===== src/logic/cae_regs.svh =====
`ifndef CAE_REGS_SVH
`define CAE_REGS_SVH

// ----------------------------------------
// status flag bit positions
// ----------------------------------------
`define CAE_FLAG_C 0
`define CAE_FLAG_Z 1
`define CAE_FLAG_N 2
`define CAE_FLAG_V 3
`define CAE_FLAG_S 4
`define CAE_FLAG_H 5

// ----------------------------------------
// flag update masks per instruction class
// ----------------------------------------
`define CAE_MASK_ARITH 8'h2f
`define CAE_MASK_WORD 8'h1f
`define CAE_MASK_LOGIC 8'h0e
`define CAE_MASK_MUL 8'h03

// ----------------------------------------
// reset values
// ----------------------------------------
`define CAE_PC_RESET 16'h0000
`define CAE_FLAGS_RESET 8'h00

// ----------------------------------------
// cycle counts
// ----------------------------------------
`define CAE_CYC_ONE 2'h1
`define CAE_CYC_TWO 2'h2
`define CAE_CYC_THREE 2'h3
`define CAE_CYC_WORD_ADD 2'h2
`define CAE_CYC_WORD_SUB 2'h1
`define CAE_CYC_MUL 2'h2
`define CAE_CYC_JUMP 2'h2
`define CAE_CYC_CALL 2'h3

`endif


===== src/logic/cae_pkg.sv =====
`default_nettype none

package cae_pkg;

   // ----------------------------------------
   // decoded operations
   // ----------------------------------------
   typedef enum logic [5:0] {
      op_add, op_add_carry, op_word_add_immediate, op_sub, op_subtract_constant,
      op_subtract_with_carry, op_subtract_const_with_carry, op_word_subtract_immediate,
      op_and, op_and_with_constant, op_or, op_or_with_constant, op_exclusive_or,
      op_set_bits_op, op_clear_bits_op, op_zero_minus_test,
      op_mul, op_signed_multiply, op_mixed_multiply, op_fractional_multiply,
      op_fractional_signed_multiply, op_fractional_mixed_multiply,
      op_indirect_jump, op_relative_call, op_indirect_call,
      op_compare_skip_equal, op_compare, op_compare_with_carry, op_compare_immediate,
      op_skip_reg_bit_clear, op_skip_reg_bit_set, op_skip_io_bit_clear,
      op_skip_io_bit_set, op_branch_flag_set, op_branch_flag_clear, op_nop
   } cae_op_e;

   typedef enum logic [2:0] {
      fn_add, fn_sub, fn_and, fn_or, fn_xor
   } cae_fn_e;

   typedef enum logic {
      st_idle = 1'b0,
      st_run = 1'b1
   } cae_state_e;

endpackage : cae_pkg

`default_nettype wire


===== src/logic/cae_alu_if.sv =====
`default_nettype none

interface cae_alu_if;
   import cae_pkg::*;
   logic [7:0] a;
   logic [7:0] b;
   logic cin;
   cae_fn_e fn;
   logic [7:0] res;
   logic h;
   logic v;
   logic n;
   logic z;
   logic c;
   logic mul_sa;
   logic mul_sb;
   logic mul_frac;
   logic [15:0] prod;
   logic mul_c;
   logic mul_z;

   modport core (output a, b, cin, fn, mul_sa, mul_sb, mul_frac,
                 input res, h, v, n, z, c, prod, mul_c, mul_z);
   modport alu (input a, b, cin, fn, output res, h, v, n, z, c);
   modport mul (input a, b, mul_sa, mul_sb, mul_frac, output prod, mul_c, mul_z);
endinterface : cae_alu_if

`default_nettype wire


===== src/logic/cae_exec.sv =====
`default_nettype none
`include "cae_regs.svh"

// Contract
// RULE_01 - add with or without carry, one cycle
// RULE_02 - word add immediate, two cycles, ZCNVS
// RULE_03 - word subtract immediate, one cycle, ZCNVS
// RULE_04 - subtract register or constant, one cycle
// RULE_05 - and/or forms one cycle, ZNV only
// RULE_06 - exclusive or one cycle, ZNV
// RULE_07 - set bits ORs mask, ZNV
// RULE_08 - clear bits ANDs with ff minus mask
// RULE_09 - zero minus test, value unchanged, ZNV
// RULE_10 - multiplies write R1:R0 in two cycles
// RULE_11 - fractional multiplies shift product left once
// RULE_12 - indirect jump loads pc from Z
// RULE_13 - calls take three cycles, no flags
// RULE_14 - compare skip equal skips on match
// RULE_15 - compares set flags, write nothing
// RULE_16 - skip on register bit clear/set
// RULE_17 - skip on io bit clear/set
// RULE_18 - branch on indexed flag adds offset plus one
// RULE_19 - branch: one cycle untaken, two taken
// RULE_20 - skip: one, two or three cycles
module cae_exec
   import cae_pkg::*;
(
   input wire logic clk,
   input wire logic reset_n,
   input wire logic issue_valid,
   input wire cae_op_e issue_op,
   input wire logic [7:0] issue_rd,
   input wire logic [7:0] issue_rd_hi,
   input wire logic [7:0] issue_rr,
   input wire logic [7:0] issue_imm,
   input wire logic [7:0] issue_io,
   input wire logic [2:0] issue_bit,
   input wire logic [11:0] issue_offset,
   input wire logic issue_next_two_word,
   input wire logic [15:0] z_pointer,
   output logic ready,
   output logic done,
   output logic wr_lo_en,
   output logic [7:0] wr_lo_data,
   output logic wr_hi_en,
   output logic [7:0] wr_hi_data,
   output logic wr_fixed_pair,
   output logic [7:0] status_flags,
   output logic [15:0] pc,
   output logic push_en,
   output logic [15:0] push_addr
);

   cae_alu_if bus ();

   cae_alu u_alu (
      .bus (bus.alu)
   );

   cae_mul u_mul (
      .bus (bus.mul)
   );

   // ----------------------------------------
   // state
   // ----------------------------------------
   cae_state_e state;
   cae_state_e next_state;
   logic [1:0] remain;
   logic [1:0] next_remain;
   logic next_ready;
   logic next_done;
   logic next_wr_lo_en;
   logic [7:0] next_wr_lo_data;
   logic next_wr_hi_en;
   logic [7:0] next_wr_hi_data;
   logic next_wr_fixed_pair;
   logic [7:0] next_status_flags;
   logic [15:0] next_pc;
   logic next_push_en;
   logic [15:0] next_push_addr;

   // pending results held while a multi-cycle op runs
   logic pend_lo_en;
   logic [7:0] pend_lo;
   logic pend_hi_en;
   logic [7:0] pend_hi;
   logic pend_pair;
   logic [7:0] pend_flags;
   logic [15:0] pend_pc;
   logic pend_push;
   logic [15:0] pend_push_addr;
   logic next_pend_lo_en;
   logic [7:0] next_pend_lo;
   logic next_pend_hi_en;
   logic [7:0] next_pend_hi;
   logic next_pend_pair;
   logic [7:0] next_pend_flags;
   logic [15:0] next_pend_pc;
   logic next_pend_push;
   logic [15:0] next_pend_push_addr;

   // ----------------------------------------
   // decoded results of the issued op
   // ----------------------------------------
   logic [1:0] x_cycles;
   logic x_lo_en;
   logic [7:0] x_lo;
   logic x_hi_en;
   logic [7:0] x_hi;
   logic x_pair;
   logic [7:0] x_flags;
   logic [15:0] x_pc;
   logic x_push;
   logic [15:0] x_push_addr;

   logic [15:0] word_a;
   logic [16:0] word_sum;
   logic [16:0] word_dif;
   logic [15:0] branch_target;
   logic [15:0] skip_target;
   logic [1:0] skip_cycles;
   logic accept;

   function automatic logic [7:0] merge_flags(input logic [7:0] old, input logic [7:0] upd,
                                              input logic [7:0] mask);
      merge_flags = (old & ~mask) | (upd & mask);
   endfunction : merge_flags

   function automatic logic [7:0] pack_flags(input logic h, input logic s, input logic v,
                                             input logic n, input logic z, input logic c);
      logic [7:0] f;
      f = 8'h00;
      f[`CAE_FLAG_H] = h;
      f[`CAE_FLAG_S] = s;
      f[`CAE_FLAG_V] = v;
      f[`CAE_FLAG_N] = n;
      f[`CAE_FLAG_Z] = z;
      f[`CAE_FLAG_C] = c;
      pack_flags = f;
   endfunction : pack_flags

   assign accept = issue_valid & ready;

   // ----------------------------------------
   // operand selection for the shared units
   // ----------------------------------------
   always_comb
   begin
      bus.a = issue_rd;
      bus.b = issue_rr;
      bus.cin = 1'b0;
      bus.fn = fn_add;
      bus.mul_sa = 1'b0;
      bus.mul_sb = 1'b0;
      bus.mul_frac = 1'b0;
      unique case (issue_op)
         op_add_carry: bus.cin = status_flags[`CAE_FLAG_C];
         op_sub, op_compare: bus.fn = fn_sub;
         op_subtract_constant, op_compare_immediate:
         begin
            bus.fn = fn_sub;
            bus.b = issue_imm;
         end
         op_subtract_with_carry, op_compare_with_carry:
         begin
            bus.fn = fn_sub;
            bus.cin = status_flags[`CAE_FLAG_C];
         end
         op_subtract_const_with_carry:
         begin
            bus.fn = fn_sub;
            bus.b = issue_imm;
            bus.cin = status_flags[`CAE_FLAG_C];
         end
         op_and: bus.fn = fn_and;
         op_and_with_constant:
         begin
            bus.fn = fn_and;
            bus.b = issue_imm;
         end
         op_or: bus.fn = fn_or;
         op_or_with_constant, op_set_bits_op:
         begin
            bus.fn = fn_or;
            bus.b = issue_imm;
         end
         op_exclusive_or: bus.fn = fn_xor;
         op_clear_bits_op:
         begin
            bus.fn = fn_and;
            bus.b = 8'hff - issue_imm;
         end
         op_zero_minus_test:
         begin
            bus.fn = fn_and;
            bus.b = issue_rd;
         end
         op_signed_multiply, op_fractional_signed_multiply:
         begin
            bus.mul_sa = 1'b1;
            bus.mul_sb = 1'b1;
         end
         op_mixed_multiply, op_fractional_mixed_multiply: bus.mul_sa = 1'b1;
         default: bus.fn = fn_add;
      endcase
      if (issue_op == op_fractional_multiply || issue_op == op_fractional_signed_multiply
          || issue_op == op_fractional_mixed_multiply)
      begin
         bus.mul_frac = 1'b1;
      end
   end

   // ----------------------------------------
   // per-op result, flags, program counter and cycle count
   // ----------------------------------------
   always_comb
   begin
      word_a = {issue_rd_hi, issue_rd};
      word_sum = {1'b0, word_a} + {11'h000, issue_imm[5:0]};
      word_dif = {1'b0, word_a} - {11'h000, issue_imm[5:0]};
      branch_target = pc + {{4{issue_offset[11]}}, issue_offset} + 16'h0001;
      // a skipped two-word instruction costs one more word and one more cycle
      skip_target = issue_next_two_word ? pc + 16'h0003 : pc + 16'h0002;
      skip_cycles = issue_next_two_word ? `CAE_CYC_THREE : `CAE_CYC_TWO;
      x_cycles = `CAE_CYC_ONE;
      x_lo_en = 1'b0;
      x_lo = bus.res;
      x_hi_en = 1'b0;
      x_hi = 8'h00;
      x_pair = 1'b0;
      x_flags = status_flags;
      x_pc = pc + 16'h0001;
      x_push = 1'b0;
      x_push_addr = 16'h0000;
      unique case (issue_op)
         // RULE_01 add with carry
         // RULE_04 subtract forms
         op_add, op_add_carry, op_sub, op_subtract_constant, op_subtract_with_carry,
         op_subtract_const_with_carry:
         begin
            x_lo_en = 1'b1;
            x_flags = merge_flags(status_flags,
                                  pack_flags(bus.h, 1'b0, bus.v, bus.n, bus.z, bus.c),
                                  `CAE_MASK_ARITH);
         end
         // RULE_05 and/or forms
         // RULE_06 exclusive or
         // RULE_07 set bits
         // RULE_08 clear bits
         // RULE_09 test keeps value
         op_and, op_and_with_constant, op_or, op_or_with_constant, op_exclusive_or,
         op_set_bits_op, op_clear_bits_op, op_zero_minus_test:
         begin
            x_lo_en = (issue_op != op_zero_minus_test);
            x_flags = merge_flags(status_flags,
                                  pack_flags(1'b0, 1'b0, 1'b0, bus.n, bus.z, 1'b0),
                                  `CAE_MASK_LOGIC);
         end
         // RULE_02 word add
         op_word_add_immediate:
         begin
            x_cycles = `CAE_CYC_WORD_ADD;
            x_lo_en = 1'b1;
            x_hi_en = 1'b1;
            x_lo = word_sum[7:0];
            x_hi = word_sum[15:8];
            x_flags = merge_flags(status_flags,
                                  pack_flags(1'b0, word_sum[15] ^ (~word_a[15] & word_sum[15]),
                                             ~word_a[15] & word_sum[15], word_sum[15],
                                             word_sum[15:0] == 16'h0000, word_sum[16]),
                                  `CAE_MASK_WORD);
         end
         // RULE_03 word subtract
         op_word_subtract_immediate:
         begin
            x_cycles = `CAE_CYC_WORD_SUB;
            x_lo_en = 1'b1;
            x_hi_en = 1'b1;
            x_lo = word_dif[7:0];
            x_hi = word_dif[15:8];
            x_flags = merge_flags(status_flags,
                                  pack_flags(1'b0, word_dif[15] ^ (word_a[15] & ~word_dif[15]),
                                             word_a[15] & ~word_dif[15], word_dif[15],
                                             word_dif[15:0] == 16'h0000, word_dif[16]),
                                  `CAE_MASK_WORD);
         end
         // RULE_10 multiplies
         // RULE_11 fractional shift
         op_mul, op_signed_multiply, op_mixed_multiply, op_fractional_multiply,
         op_fractional_signed_multiply, op_fractional_mixed_multiply:
         begin
            x_cycles = `CAE_CYC_MUL;
            x_lo_en = 1'b1;
            x_hi_en = 1'b1;
            x_pair = 1'b1;
            x_lo = bus.prod[7:0];
            x_hi = bus.prod[15:8];
            x_flags = merge_flags(status_flags,
                                  pack_flags(1'b0, 1'b0, 1'b0, 1'b0, bus.mul_z, bus.mul_c),
                                  `CAE_MASK_MUL);
         end
         // RULE_12 jump via Z
         op_indirect_jump:
         begin
            x_cycles = `CAE_CYC_JUMP;
            x_pc = z_pointer;
         end
         // RULE_13 calls push return
         op_relative_call, op_indirect_call:
         begin
            x_cycles = `CAE_CYC_CALL;
            x_push = 1'b1;
            x_push_addr = pc + 16'h0001;
            x_pc = (issue_op == op_relative_call) ? branch_target : z_pointer;
         end
         // RULE_15 compare flags only
         op_compare, op_compare_with_carry, op_compare_immediate:
         begin
            x_flags = merge_flags(status_flags,
                                  pack_flags(bus.h, 1'b0, bus.v, bus.n, bus.z, bus.c),
                                  `CAE_MASK_ARITH);
         end
         // RULE_14 skip on equal
         // RULE_16 register bit
         // RULE_17 io bit
         // RULE_20 skip cycle count
         op_compare_skip_equal, op_skip_reg_bit_clear, op_skip_reg_bit_set,
         op_skip_io_bit_clear, op_skip_io_bit_set:
         begin
            if ((issue_op == op_compare_skip_equal && issue_rd == issue_rr)
                || (issue_op == op_skip_reg_bit_clear && !issue_rr[issue_bit])
                || (issue_op == op_skip_reg_bit_set && issue_rr[issue_bit])
                || (issue_op == op_skip_io_bit_clear && !issue_io[issue_bit])
                || (issue_op == op_skip_io_bit_set && issue_io[issue_bit]))
            begin
               x_pc = skip_target;
               x_cycles = skip_cycles;
            end
         end
         // RULE_18 flag branch
         // RULE_19 taken costs two
         op_branch_flag_set, op_branch_flag_clear:
         begin
            if (status_flags[issue_bit] == (issue_op == op_branch_flag_set))
            begin
               x_pc = branch_target;
               x_cycles = `CAE_CYC_TWO;
            end
         end
         default: x_cycles = `CAE_CYC_ONE;
      endcase
   end

   // ----------------------------------------
   // sequencing and commit
   // ----------------------------------------
   // results land on the edge that ends the op, so a following op
   // always sees the flags and pc of the one before it
   always_comb
   begin
      next_state = state;
      next_remain = remain;
      next_ready = ready;
      next_done = 1'b0;
      next_wr_lo_en = 1'b0;
      next_wr_lo_data = wr_lo_data;
      next_wr_hi_en = 1'b0;
      next_wr_hi_data = wr_hi_data;
      next_wr_fixed_pair = wr_fixed_pair;
      next_status_flags = status_flags;
      next_pc = pc;
      next_push_en = 1'b0;
      next_push_addr = push_addr;
      next_pend_lo_en = pend_lo_en;
      next_pend_lo = pend_lo;
      next_pend_hi_en = pend_hi_en;
      next_pend_hi = pend_hi;
      next_pend_pair = pend_pair;
      next_pend_flags = pend_flags;
      next_pend_pc = pend_pc;
      next_pend_push = pend_push;
      next_pend_push_addr = pend_push_addr;
      unique case (state)
         st_idle:
         begin
            if (accept && x_cycles == `CAE_CYC_ONE)
            begin
               next_done = 1'b1;
               next_wr_lo_en = x_lo_en;
               next_wr_lo_data = x_lo;
               next_wr_hi_en = x_hi_en;
               next_wr_hi_data = x_hi;
               next_wr_fixed_pair = x_pair;
               next_status_flags = x_flags;
               next_pc = x_pc;
               next_push_en = x_push;
               next_push_addr = x_push_addr;
            end
            else if (accept)
            begin
               next_state = st_run;
               next_ready = 1'b0;
               next_remain = x_cycles - `CAE_CYC_ONE;
               next_pend_lo_en = x_lo_en;
               next_pend_lo = x_lo;
               next_pend_hi_en = x_hi_en;
               next_pend_hi = x_hi;
               next_pend_pair = x_pair;
               next_pend_flags = x_flags;
               next_pend_pc = x_pc;
               next_pend_push = x_push;
               next_pend_push_addr = x_push_addr;
            end
         end
         st_run:
         begin
            next_remain = remain - `CAE_CYC_ONE;
            if (remain == `CAE_CYC_ONE)
            begin
               next_state = st_idle;
               next_ready = 1'b1;
               next_done = 1'b1;
               next_wr_lo_en = pend_lo_en;
               next_wr_lo_data = pend_lo;
               next_wr_hi_en = pend_hi_en;
               next_wr_hi_data = pend_hi;
               next_wr_fixed_pair = pend_pair;
               next_status_flags = pend_flags;
               next_pc = pend_pc;
               next_push_en = pend_push;
               next_push_addr = pend_push_addr;
            end
         end
      endcase
   end

   always_ff @(posedge clk or negedge reset_n)
   begin
      if (!reset_n)
      begin
         state <= st_idle;
         remain <= 2'h0;
         ready <= 1'b1;
         done <= 1'b0;
         wr_lo_en <= 1'b0;
         wr_lo_data <= 8'h00;
         wr_hi_en <= 1'b0;
         wr_hi_data <= 8'h00;
         wr_fixed_pair <= 1'b0;
         status_flags <= `CAE_FLAGS_RESET;
         pc <= `CAE_PC_RESET;
         push_en <= 1'b0;
         push_addr <= 16'h0000;
         pend_lo_en <= 1'b0;
         pend_lo <= 8'h00;
         pend_hi_en <= 1'b0;
         pend_hi <= 8'h00;
         pend_pair <= 1'b0;
         pend_flags <= `CAE_FLAGS_RESET;
         pend_pc <= `CAE_PC_RESET;
         pend_push <= 1'b0;
         pend_push_addr <= 16'h0000;
      end
      else
      begin
         state <= next_state;
         remain <= next_remain;
         ready <= next_ready;
         done <= next_done;
         wr_lo_en <= next_wr_lo_en;
         wr_lo_data <= next_wr_lo_data;
         wr_hi_en <= next_wr_hi_en;
         wr_hi_data <= next_wr_hi_data;
         wr_fixed_pair <= next_wr_fixed_pair;
         status_flags <= next_status_flags;
         pc <= next_pc;
         push_en <= next_push_en;
         push_addr <= next_push_addr;
         pend_lo_en <= next_pend_lo_en;
         pend_lo <= next_pend_lo;
         pend_hi_en <= next_pend_hi_en;
         pend_hi <= next_pend_hi;
         pend_pair <= next_pend_pair;
         pend_flags <= next_pend_flags;
         pend_pc <= next_pend_pc;
         pend_push <= next_pend_push;
         pend_push_addr <= next_pend_push_addr;
      end
   end

endmodule : cae_exec

`default_nettype wire


===== src/logic/cae_alu.sv =====
`default_nettype none

module cae_alu
   import cae_pkg::*;
(
   cae_alu_if.alu bus
);

   logic [8:0] sum;
   logic [4:0] nib;
   logic a7;
   logic b7;
   logic r7;

   // ----------------------------------------
   // byte datapath and flags
   // ----------------------------------------
   always_comb
   begin
      sum = 9'h000;
      nib = 5'h00;
      bus.h = 1'b0;
      bus.v = 1'b0;
      bus.c = 1'b0;
      a7 = bus.a[7];
      b7 = bus.b[7];
      unique case (bus.fn)
         fn_add:
         begin
            sum = {1'b0, bus.a} + {1'b0, bus.b} + {8'h00, bus.cin};
            nib = {1'b0, bus.a[3:0]} + {1'b0, bus.b[3:0]} + {4'h0, bus.cin};
         end
         fn_sub:
         begin
            // borrow shows as the ninth bit of the difference
            sum = {1'b0, bus.a} - {1'b0, bus.b} - {8'h00, bus.cin};
            nib = {1'b0, bus.a[3:0]} - {1'b0, bus.b[3:0]} - {4'h0, bus.cin};
         end
         fn_and: sum = {1'b0, bus.a & bus.b};
         fn_or: sum = {1'b0, bus.a | bus.b};
         fn_xor: sum = {1'b0, bus.a ^ bus.b};
         default: sum = 9'h000;
      endcase
      r7 = sum[7];
      if (bus.fn == fn_add)
      begin
         bus.h = nib[4];
         bus.c = sum[8];
         bus.v = (a7 & b7 & ~r7) | (~a7 & ~b7 & r7);
      end
      else if (bus.fn == fn_sub)
      begin
         bus.h = nib[4];
         bus.c = sum[8];
         bus.v = (a7 & ~b7 & ~r7) | (~a7 & b7 & r7);
      end
      bus.res = sum[7:0];
      bus.n = r7;
      bus.z = (sum[7:0] == 8'h00);
   end

endmodule : cae_alu

`default_nettype wire


===== src/logic/cae_mul.sv =====
`default_nettype none

module cae_mul
   import cae_pkg::*;
(
   cae_alu_if.mul bus
);

   logic signed [17:0] full;
   logic [15:0] raw;

   // ----------------------------------------
   // nine-bit operands cover all three signedness mixes
   // ----------------------------------------
   always_comb
   begin
      full = $signed({bus.mul_sa & bus.a[7], bus.a}) * $signed({bus.mul_sb & bus.b[7], bus.b});
      raw = full[15:0];
      // carry is taken from the product before the fractional shift
      bus.mul_c = raw[15];
      bus.prod = bus.mul_frac ? {raw[14:0], 1'b0} : raw;
      bus.mul_z = (bus.prod == 16'h0000);
   end

endmodule : cae_mul

`default_nettype wire


===== config.mk =====
export PLATFORM = sky130hd
export DESIGN_NAME = cae_exec
export DESIGN_NICKNAME = d
export VERILOG_FILES = /design/src/logic/cae_pkg.sv /design/src/logic/cae_alu_if.sv /design/src/logic/cae_exec.sv /design/src/logic/cae_alu.sv /design/src/logic/cae_mul.sv
export VERILOG_INCLUDE_DIRS = /design/src /design/src/logic
export SDC_FILE = /design/constraint.sdc
export NUM_CORES = 1
export LEC_CHECK = 0
export BUFFER_PORTS_ARGS = -buffer_cell sky130_fd_sc_hd__buf_2
export CORE_MARGIN = 2
export CORE_UTILIZATION = 25
export DETAILED_ROUTE_END_ITERATION = 7
export MAX_ROUTING_LAYER = met4
export PLACE_DENSITY_LB_ADDON = 0.25
export SYNTH_ARGS = -nofsm -noshare
export SYNTH_HDL_FRONTEND = slang
export SYNTH_SLANG_ARGS = --single-unit

===== constraint.sdc =====
create_clock -name clk -period 3.5 [get_ports clk]
set_input_delay 0.35 -clock clk [delete_from_list [all_inputs] [get_ports clk]]
set_output_delay 0.35 -clock clk [all_outputs]
set_load 0.005 [all_outputs]

# ---- Word-level counts from Yosys, hierarchy flattened
# Cells that the tools add are included.
dict set report word_totals {
  register_bits 125
}
dict set report classes {
  addsub 18
  n_mul 1
  n_lt_le_gt_ge 1
  n_eq_ne 47
  n_mux 79
  bitwise_logic 32
  reduce_logical 40
}
# operator count
set ops {}
lappend ops {{$mux 16} 10}
lappend ops {{$eq 6x5->1 const B} 16}
lappend ops {{$pmux 8 s3} 3}
lappend ops {{$pmux 16 s2} 2}
lappend ops {{$pmux 16 s4} 1}
lappend ops {{$eq 6x4->1 const B} 8}
lappend ops {{$logic_not 16->1} 3}
lappend ops {{$mux 8} 6}
lappend ops {{$pmux 8 s2} 3}
lappend ops {{$pmux 9 s5} 1}
lappend ops {{$pmux 8 s5} 1}
lappend ops {{$mux 1} 33}
lappend ops {{$add 16x1->16 const B} 2}
lappend ops {{$add 16x2->16 const B} 2}
lappend ops {{$eq 6x3->1 const B} 4}
lappend ops {{$reduce_or 8->1} 3}
lappend ops {{$eq 6x6->1 const B} 3}
lappend ops {{$add 16x6->17} 1}
lappend ops {{$sub 16x6->17} 1}
lappend ops {{$add 16x16->16} 1}
lappend ops {{$mul 9x9->16} 1}
lappend ops {{$or 8x5->8} 2}
lappend ops {{$pmux 1 s2} 8}
lappend ops {{$reduce_or 14->1} 1}
lappend ops {{53 further kinds} 102}

# ---- Logic depth before layout (Yosys ltp)
dict set report depth {
  word_depth 15
  ltp_mapped 31
}

# ---- By module
# A second synthesis with hierarchy kept.
dict set report unflattened {
  cells_unflattened 1744
  hier_area_um2 13919.6
}
# mod n_inst cells_per_inst area_each_um2 seq_area_each_um2
set by_module_without_submodules {}
lappend by_module_without_submodules {cae_exec 1 1213 9512.9 3129.3}
lappend by_module_without_submodules {cae_mul 1 337 2962.8 0.0}
lappend by_module_without_submodules {cae_alu 1 194 1443.9 0.0}

# ---- Worst setup path after synthesis
# Ideal clock, no wire load.
dict set report synth_path {
  path_type {input -> register}
  startpoint {in issue_op[5]}
  endpoint {reg wr_hi_data[7]}
  arrival_time_ns 6.686
  path_slack_ns -3.316
  stages 29
  path_buffers 2
  cell_sequence {buf_2 nor2_2 and4_1 or2_2 clkbuf_1 nor2_1 a21oi_1 o21ai_1 ha_1 inv_1 fa_1 fa_1 inv_1 fa_1 fa_1 inv_1 fa_1 inv_1 ha_1 nand3_1 o2111ai_1 a21oi_1 o21ba_2 o21ai_0 xnor2_1 xnor2_2 mux2_2 a21oi_2 o21ai_1}
}
dict set report synth_between {
  elab_chain_cells 12
  elab_cells_between_ends 64
  cone_classes {1 x mul; 29 x eq/ne; 11 x mux; 2 x bitwise; 21 x reduce/logical}
}
# element line_no
set synth_rtl {}
lappend synth_rtl {{start: declaration} cae_exec.sv:31} ;# input wire cae_op_e issue_op,
lappend synth_rtl {{branches (longest 12 deep; another with $mul 9x9->16)} --}
lappend synth_rtl {{end signal: assignment} cae_exec.sv:474} ;# wr_hi_data <= next_wr_hi_data;
lappend synth_rtl {{end: declaration} cae_exec.sv:46} ;# output logic [7:0] wr_hi_data,
# Parallel ways; which one is timed is not known. The select of a mux whose other input is x is not followed.
# A chain may end at the register's enable or synchronous reset.

# ---- Worst setup path in the final report
dict set report layout_path {
  startpoint {in issue_op[4]}
  endpoint {reg status_flags[0]}
}
dict set report layout_between {
  elab_chain_cells 12
  elab_cells_between_ends 91
  cone_classes {4 x add/sub; 1 x mul; 41 x eq/ne; 14 x mux; 4 x bitwise; 27 x reduce/logical}
}
# element line_no
set layout_rtl {}
lappend layout_rtl {{$eq 6x5->1 (tied with other cells)} {cae_exec.sv:157, cae_exec.sv:236}}
lappend layout_rtl {{$reduce_or 6->1 (no line) (tied with other cells)} --}
lappend layout_rtl {{$pmux 8 s3 or $logic_or 1x1->1 (tied branches)} {cae_exec.sv:157, cae_exec.sv:332}}
lappend layout_rtl {{$sub 8x8->9 (tied with other cells)} cae_alu.sv:36} ;# sum = {1'b0, bus.a} - {1'b0, bus.b} - {8'h00, bus.cin};
lappend layout_rtl {{$sub 9x1->9 (tied with other cells)} cae_alu.sv:36}
lappend layout_rtl {{$pmux 9 s5 or $logic_or 1x1->1 (tied branches)} {cae_alu.sv:27, cae_exec.sv:335}}
lappend layout_rtl {{$mux 1 or $mux 2 (tied branches)} {cae_alu.sv:51, cae_exec.sv:331}}
lappend layout_rtl {{$mux 1 or $pmux 2 s4 (tied branches)} {cae_alu.sv:45, cae_exec.sv:236}}
lappend layout_rtl {{$or 8x6->8 or $eq 2x1->1 (tied branches)} --}
lappend layout_rtl {{$pmux 8 s5 or $logic_and 1x1->1 (tied branches)} --}
lappend layout_rtl {{$mux 8 or $ne 2x2->1 (tied branches)} --}
lappend layout_rtl {{$pmux 8 s2 or $reduce_and 2->1 (tied branches)} --}
lappend layout_rtl {{end signal: assignment} cae_exec.sv:451} ;# status_flags <= `CAE_FLAGS_RESET;
lappend layout_rtl {{end signal: assignment} cae_exec.sv:476} ;# status_flags <= next_status_flags;
lappend layout_rtl {{end: declaration} cae_exec.sv:48} ;# output logic [7:0] status_flags,
# Several ways; a longest one is shown, not always the timed one. The select of a mux whose other input is x is not followed.

==> results by group <==
Outcome
  – Status: finished with violations
  – Failing checks: negative setup slack

Layout
  – Non-Filler Instances: 2816
  – Most frequent cells in the layout: buf_4, nand2_1, buf_2, nor2_1, dfrtp_1
  – Syn-to-layout area delta: 42.8%
  – Area of the multi-input gates: 0.0106 mm²
  – Share of cells above drive strength 1: 36.1%
  – FF+latch area: 0.00313 mm²
  – Most common cell after layout, fill and taps aside: buf_4
  – Filler cells: 5548
  – Final Instance Area: 0.0193 mm²
  – Net count, final: 2357

Worst setup path
  – Critical path's slowest cell: fa_1
  – Critical Path AT: 6.27 ns
  – Startpoint type of the worst setup path: input pin
  – Worst EP required: 3.79 ns
  – CP Capture Type: flop
  – Type of the worst setup path: in -> reg
  – Crit-path max FO: 6
  – CP max stage delay: 0.49 ns

Die
  – Row count: 85
  – I/O pin cnt: 143
  – DIE AREA: 0.0559 mm²
  – Die Y: 237 µm
  – Initial core utilization: 25.2%
  – Core area: 0.0536 mm²
  – Die width: 237 µm

Routing
  – Residual DRC: 0
  – Wire per inst: 19.0 µm
  – Antenna-violating nets left: 0
  – Starting DRT DRC Count: 1060
  – Routed vias/inst: 5.04
  – Final WL: 53600 µm
  – Via count: 14200
  – Drt pass-1 iters: 6

STA
  – # setup viols final: 41
  – Slew at the pin closest to its max-slew limit: 0.821 ns
  – Worst setup margin: -2.48 ns
  – RSZ-0062 raised after global routing: true
  – Rel. slew slack: 45.2%
  – Crit share post-route: 171%
  – Clk_skew: 0.0128 ns
  – Setup TNS: -64.54 ns
  – Fin. Hold Viols: 0
  – Fmax: 167 MHz
  – Hold slack: 0.300 ns
  – Minimum clock period: 5.98 ns
  – Final Max Slew Viols: 0

Global routing
  – Vias in the first global route: 14300
  – Largest net degree at the start of global routing: 76
  – Total grt overflow: 0
  – Antenna violations before repair: 2
  – GRT Total Usage: 19.6%
  – Wire length of the first global-routing pass: 83200 µm

Power
  – Total power: 12.6 mW
  – Pleak: 8.79 nW
  – Worst VDD drop: 477 µV
  – Power per cell area: 652 mW/mm²

Placed design
  – Dpl hpwl: 42500 µm
  – Placer's final routability congestion estimate: 0.919
  – Placed Area: 0.0174 mm²
  – Inst Count DP: 2746
  – Port-buffer cells: 142

Logic synthesis
  – Synth Area in Adders: 19.7%
  – Number of synthesized flops with an enable pin: 0
  – Asr flop ratio synth: 100%
  – Post-Syn Area: 0.0135 mm²
  – Largest family of logic cells by synthesized area: compound AO/OA/AOI/OAI gates
  – Syn nets: 1944
  – Sequential area share after synthesis: 23.2%
  – Compound-cell area share of the yosys netlist: 22.6%
  – Number of distinct library cells after synthesis: 93
  – Synth Area in XOR/XNOR: 5.89%
  – Post-synthesis area per instance: 7.99 µm²
  – Flops & latches, synth: 125
  – Post-Synth Simple-Gate Area: 19.2%
  – Ys flop type: dfrtp_1
  – Cells after Synth: 1692
  – Yosys Warn Count: 0
  – Mux cell area share after synthesis: 2.45%

Clocking
  – Clk_lat worst skew: 0.42 ns
  – Htree depth: 4
  – CTS tree: built
  – CTS Buf Count: 17
  – Max clock buf depth: 2
  – Clock Tree Root: clkbuf_16
  – Clk pin slew, worst setup/hold paths: 0.06 ns
  – CTS Sinks: 125

Flow run
  – Max-cap violations: 0

Hold path
  – Hold WC Path Type: in -> reg
==> worst max-delay path, delay by kind of cell <==
| family | cells | cell delay [ns] |
|---|---|---|
| adders and majority gates | 7 | 2.39 |
| AOI/OAI and AO/OA | 11 | 1.74 |
| buffers and inverters | 8 | 0.91 |
| and+or+nand+nor | 4 | 0.53 |
| xor gates and xnor gates | 2 | 0.33 |
==> timing repair <==
item                                   in CTS  in global routing
endpoints found under the hold margin      12                  0
setup endpoints to repair                  43                 96
buffers inserted                           23                 18
hold buffers                                1                  0
gates resized for setup                   139                 93
gates cloned                                1                  0
pin swaps                                 102                 80
==> sequential cells by signal, summed over array words and instances (netlist names), 2 cells and up <==
| signal | flops |
|---|---|
| pend_hi | 8 |
| pend_flags | 8 |
| wr_lo_data | 8 |
| status_flags | 8 |
| push_addr | 16 |
| pend_pc | 16 |
| wr_hi_data | 8 |
| pend_push_addr | 16 |
| pc | 16 |
| remain | 2 |
| pend_lo | 8 |
==> synth_stat cells, types with 6 or more instances <==
cell / count / share of area, %
nand2_1: 241 / 6.7
nor2_1: 140 / 3.9
inv_1: 136 / 3.8
o21ai_0: 131 / 4.9
dfrtp_1: 124 / 23
a21oi_1: 118 / 4.4
ha_1: 101 / 9.4
clkbuf_1: 78 / 2.2
fa_1: 70 / 10
xnor2_1: 60 / 3.9
nand3_1: 29 / 1.1
xor2_1: 29 / 1.9
nor3_1: 28 / 1.0
a211oi_1: 23 / 1.3
o22ai_1: 23 / 1.1
buf_2: 21 / 0.78
a221oi_1: 19 / 1.2
nand2b_1: 18 / 0.83
a22oi_1: 16 / 0.89
nand4_1: 16 / 0.74
and2_1: 15 / 0.69
a21o_1: 14 / 0.78
mux2i_1: 14 / 1.0
nor4_1: 14 / 0.65
nor2b_1: 13 / 0.60
o31ai_1: 12 / 0.67
o21a_1: 11 / 0.61
o211ai_1: 10 / 0.56
o221ai_1: 10 / 0.65
and3_1: 9 / 0.42
o21ai_1: 9 / 0.33
or3_1: 8 / 0.37
a31oi_1: 7 / 0.32
mux4_2: 6 / 1.0
o2111ai_1: 6 / 0.39
==> layout make-up <==
class | count | area share (%)
inverters | 138 | 2.74
repair buffers | 498 | 18.6
multi-input cells | 1325 | 54.9
clock buffers | 18 | 2.22
clock inverters | 14 | 0.719
diodes | 2 | 0.0259
flip-flops and latches | 125 | 16.2
well taps | 696 | 4.51
==> report_power, final <==
| part | switching (mW) | internal [mW] | leakage (nW) |
|---|---|---|---|
| Sequential | 0.452 | 1.95 | 1.63 |
| Clock | 0.728 | 0.991 | 0.269 |
| Combinational | 4.40 | 4.07 | 6.89 |
==> routing by layer <==
metal	up-vias	track usage, %	wire (µm)
li1	6755	-	-
met1	6973	26.0	24200
met2	402	31.6	25300
met3	49	2.76	2980
met4	0	4.41	1140
met5	-	-	0
==> logic make-up after synthesis <==
family                   count (synthesis)
AO/OA/AOI/OAI                          472
AND/OR/NAND/NOR                        567
XOR/XNOR                                90
flip-flops                             125
multiplexers                            24
adder cells (fa/ha/maj)                171
buffers and inverters                  243
==> worst paths after layout <==
path	slack, ns	endpoint	cells past startpoint	startpoint
max in group asynchronous	2.08	wr_hi_data[5]$_DFFE_PN0P_	3	reset_n
hold reg to reg	0.47	pend_lo[6]$_DFFE_PN0P_	2	pend_lo[6]$_DFFE_PN0P_
setup / recovery	-2.48	status_flags[0]$_DFFE_PN0P_	32	issue_op[4]
hold / removal	0.30	pc[5]$_DFFE_PN0P_	3	z_pointer[5]
min in group asynchronous	0.48	pc[10]$_DFFE_PN0P_	2	reset_n
setup reg to reg	0.04	status_flags[1]$_DFFE_PN0P_	17	status_flags[0]$_DFFE_PN0P_
==> per-stage QoR <==
stage	worst slack, ns	util, %
4_1_cts	-2.47	35.0
3_5_place_dp	-3.03	32.5
3_3_place_gp	-2.95	32.5
5_1_grt	-2.66	36.0
2_1_floorplan	-2.75	-
6_report	-2.48	36.0
No activity file was read; power rests on OpenSTA's default activity.
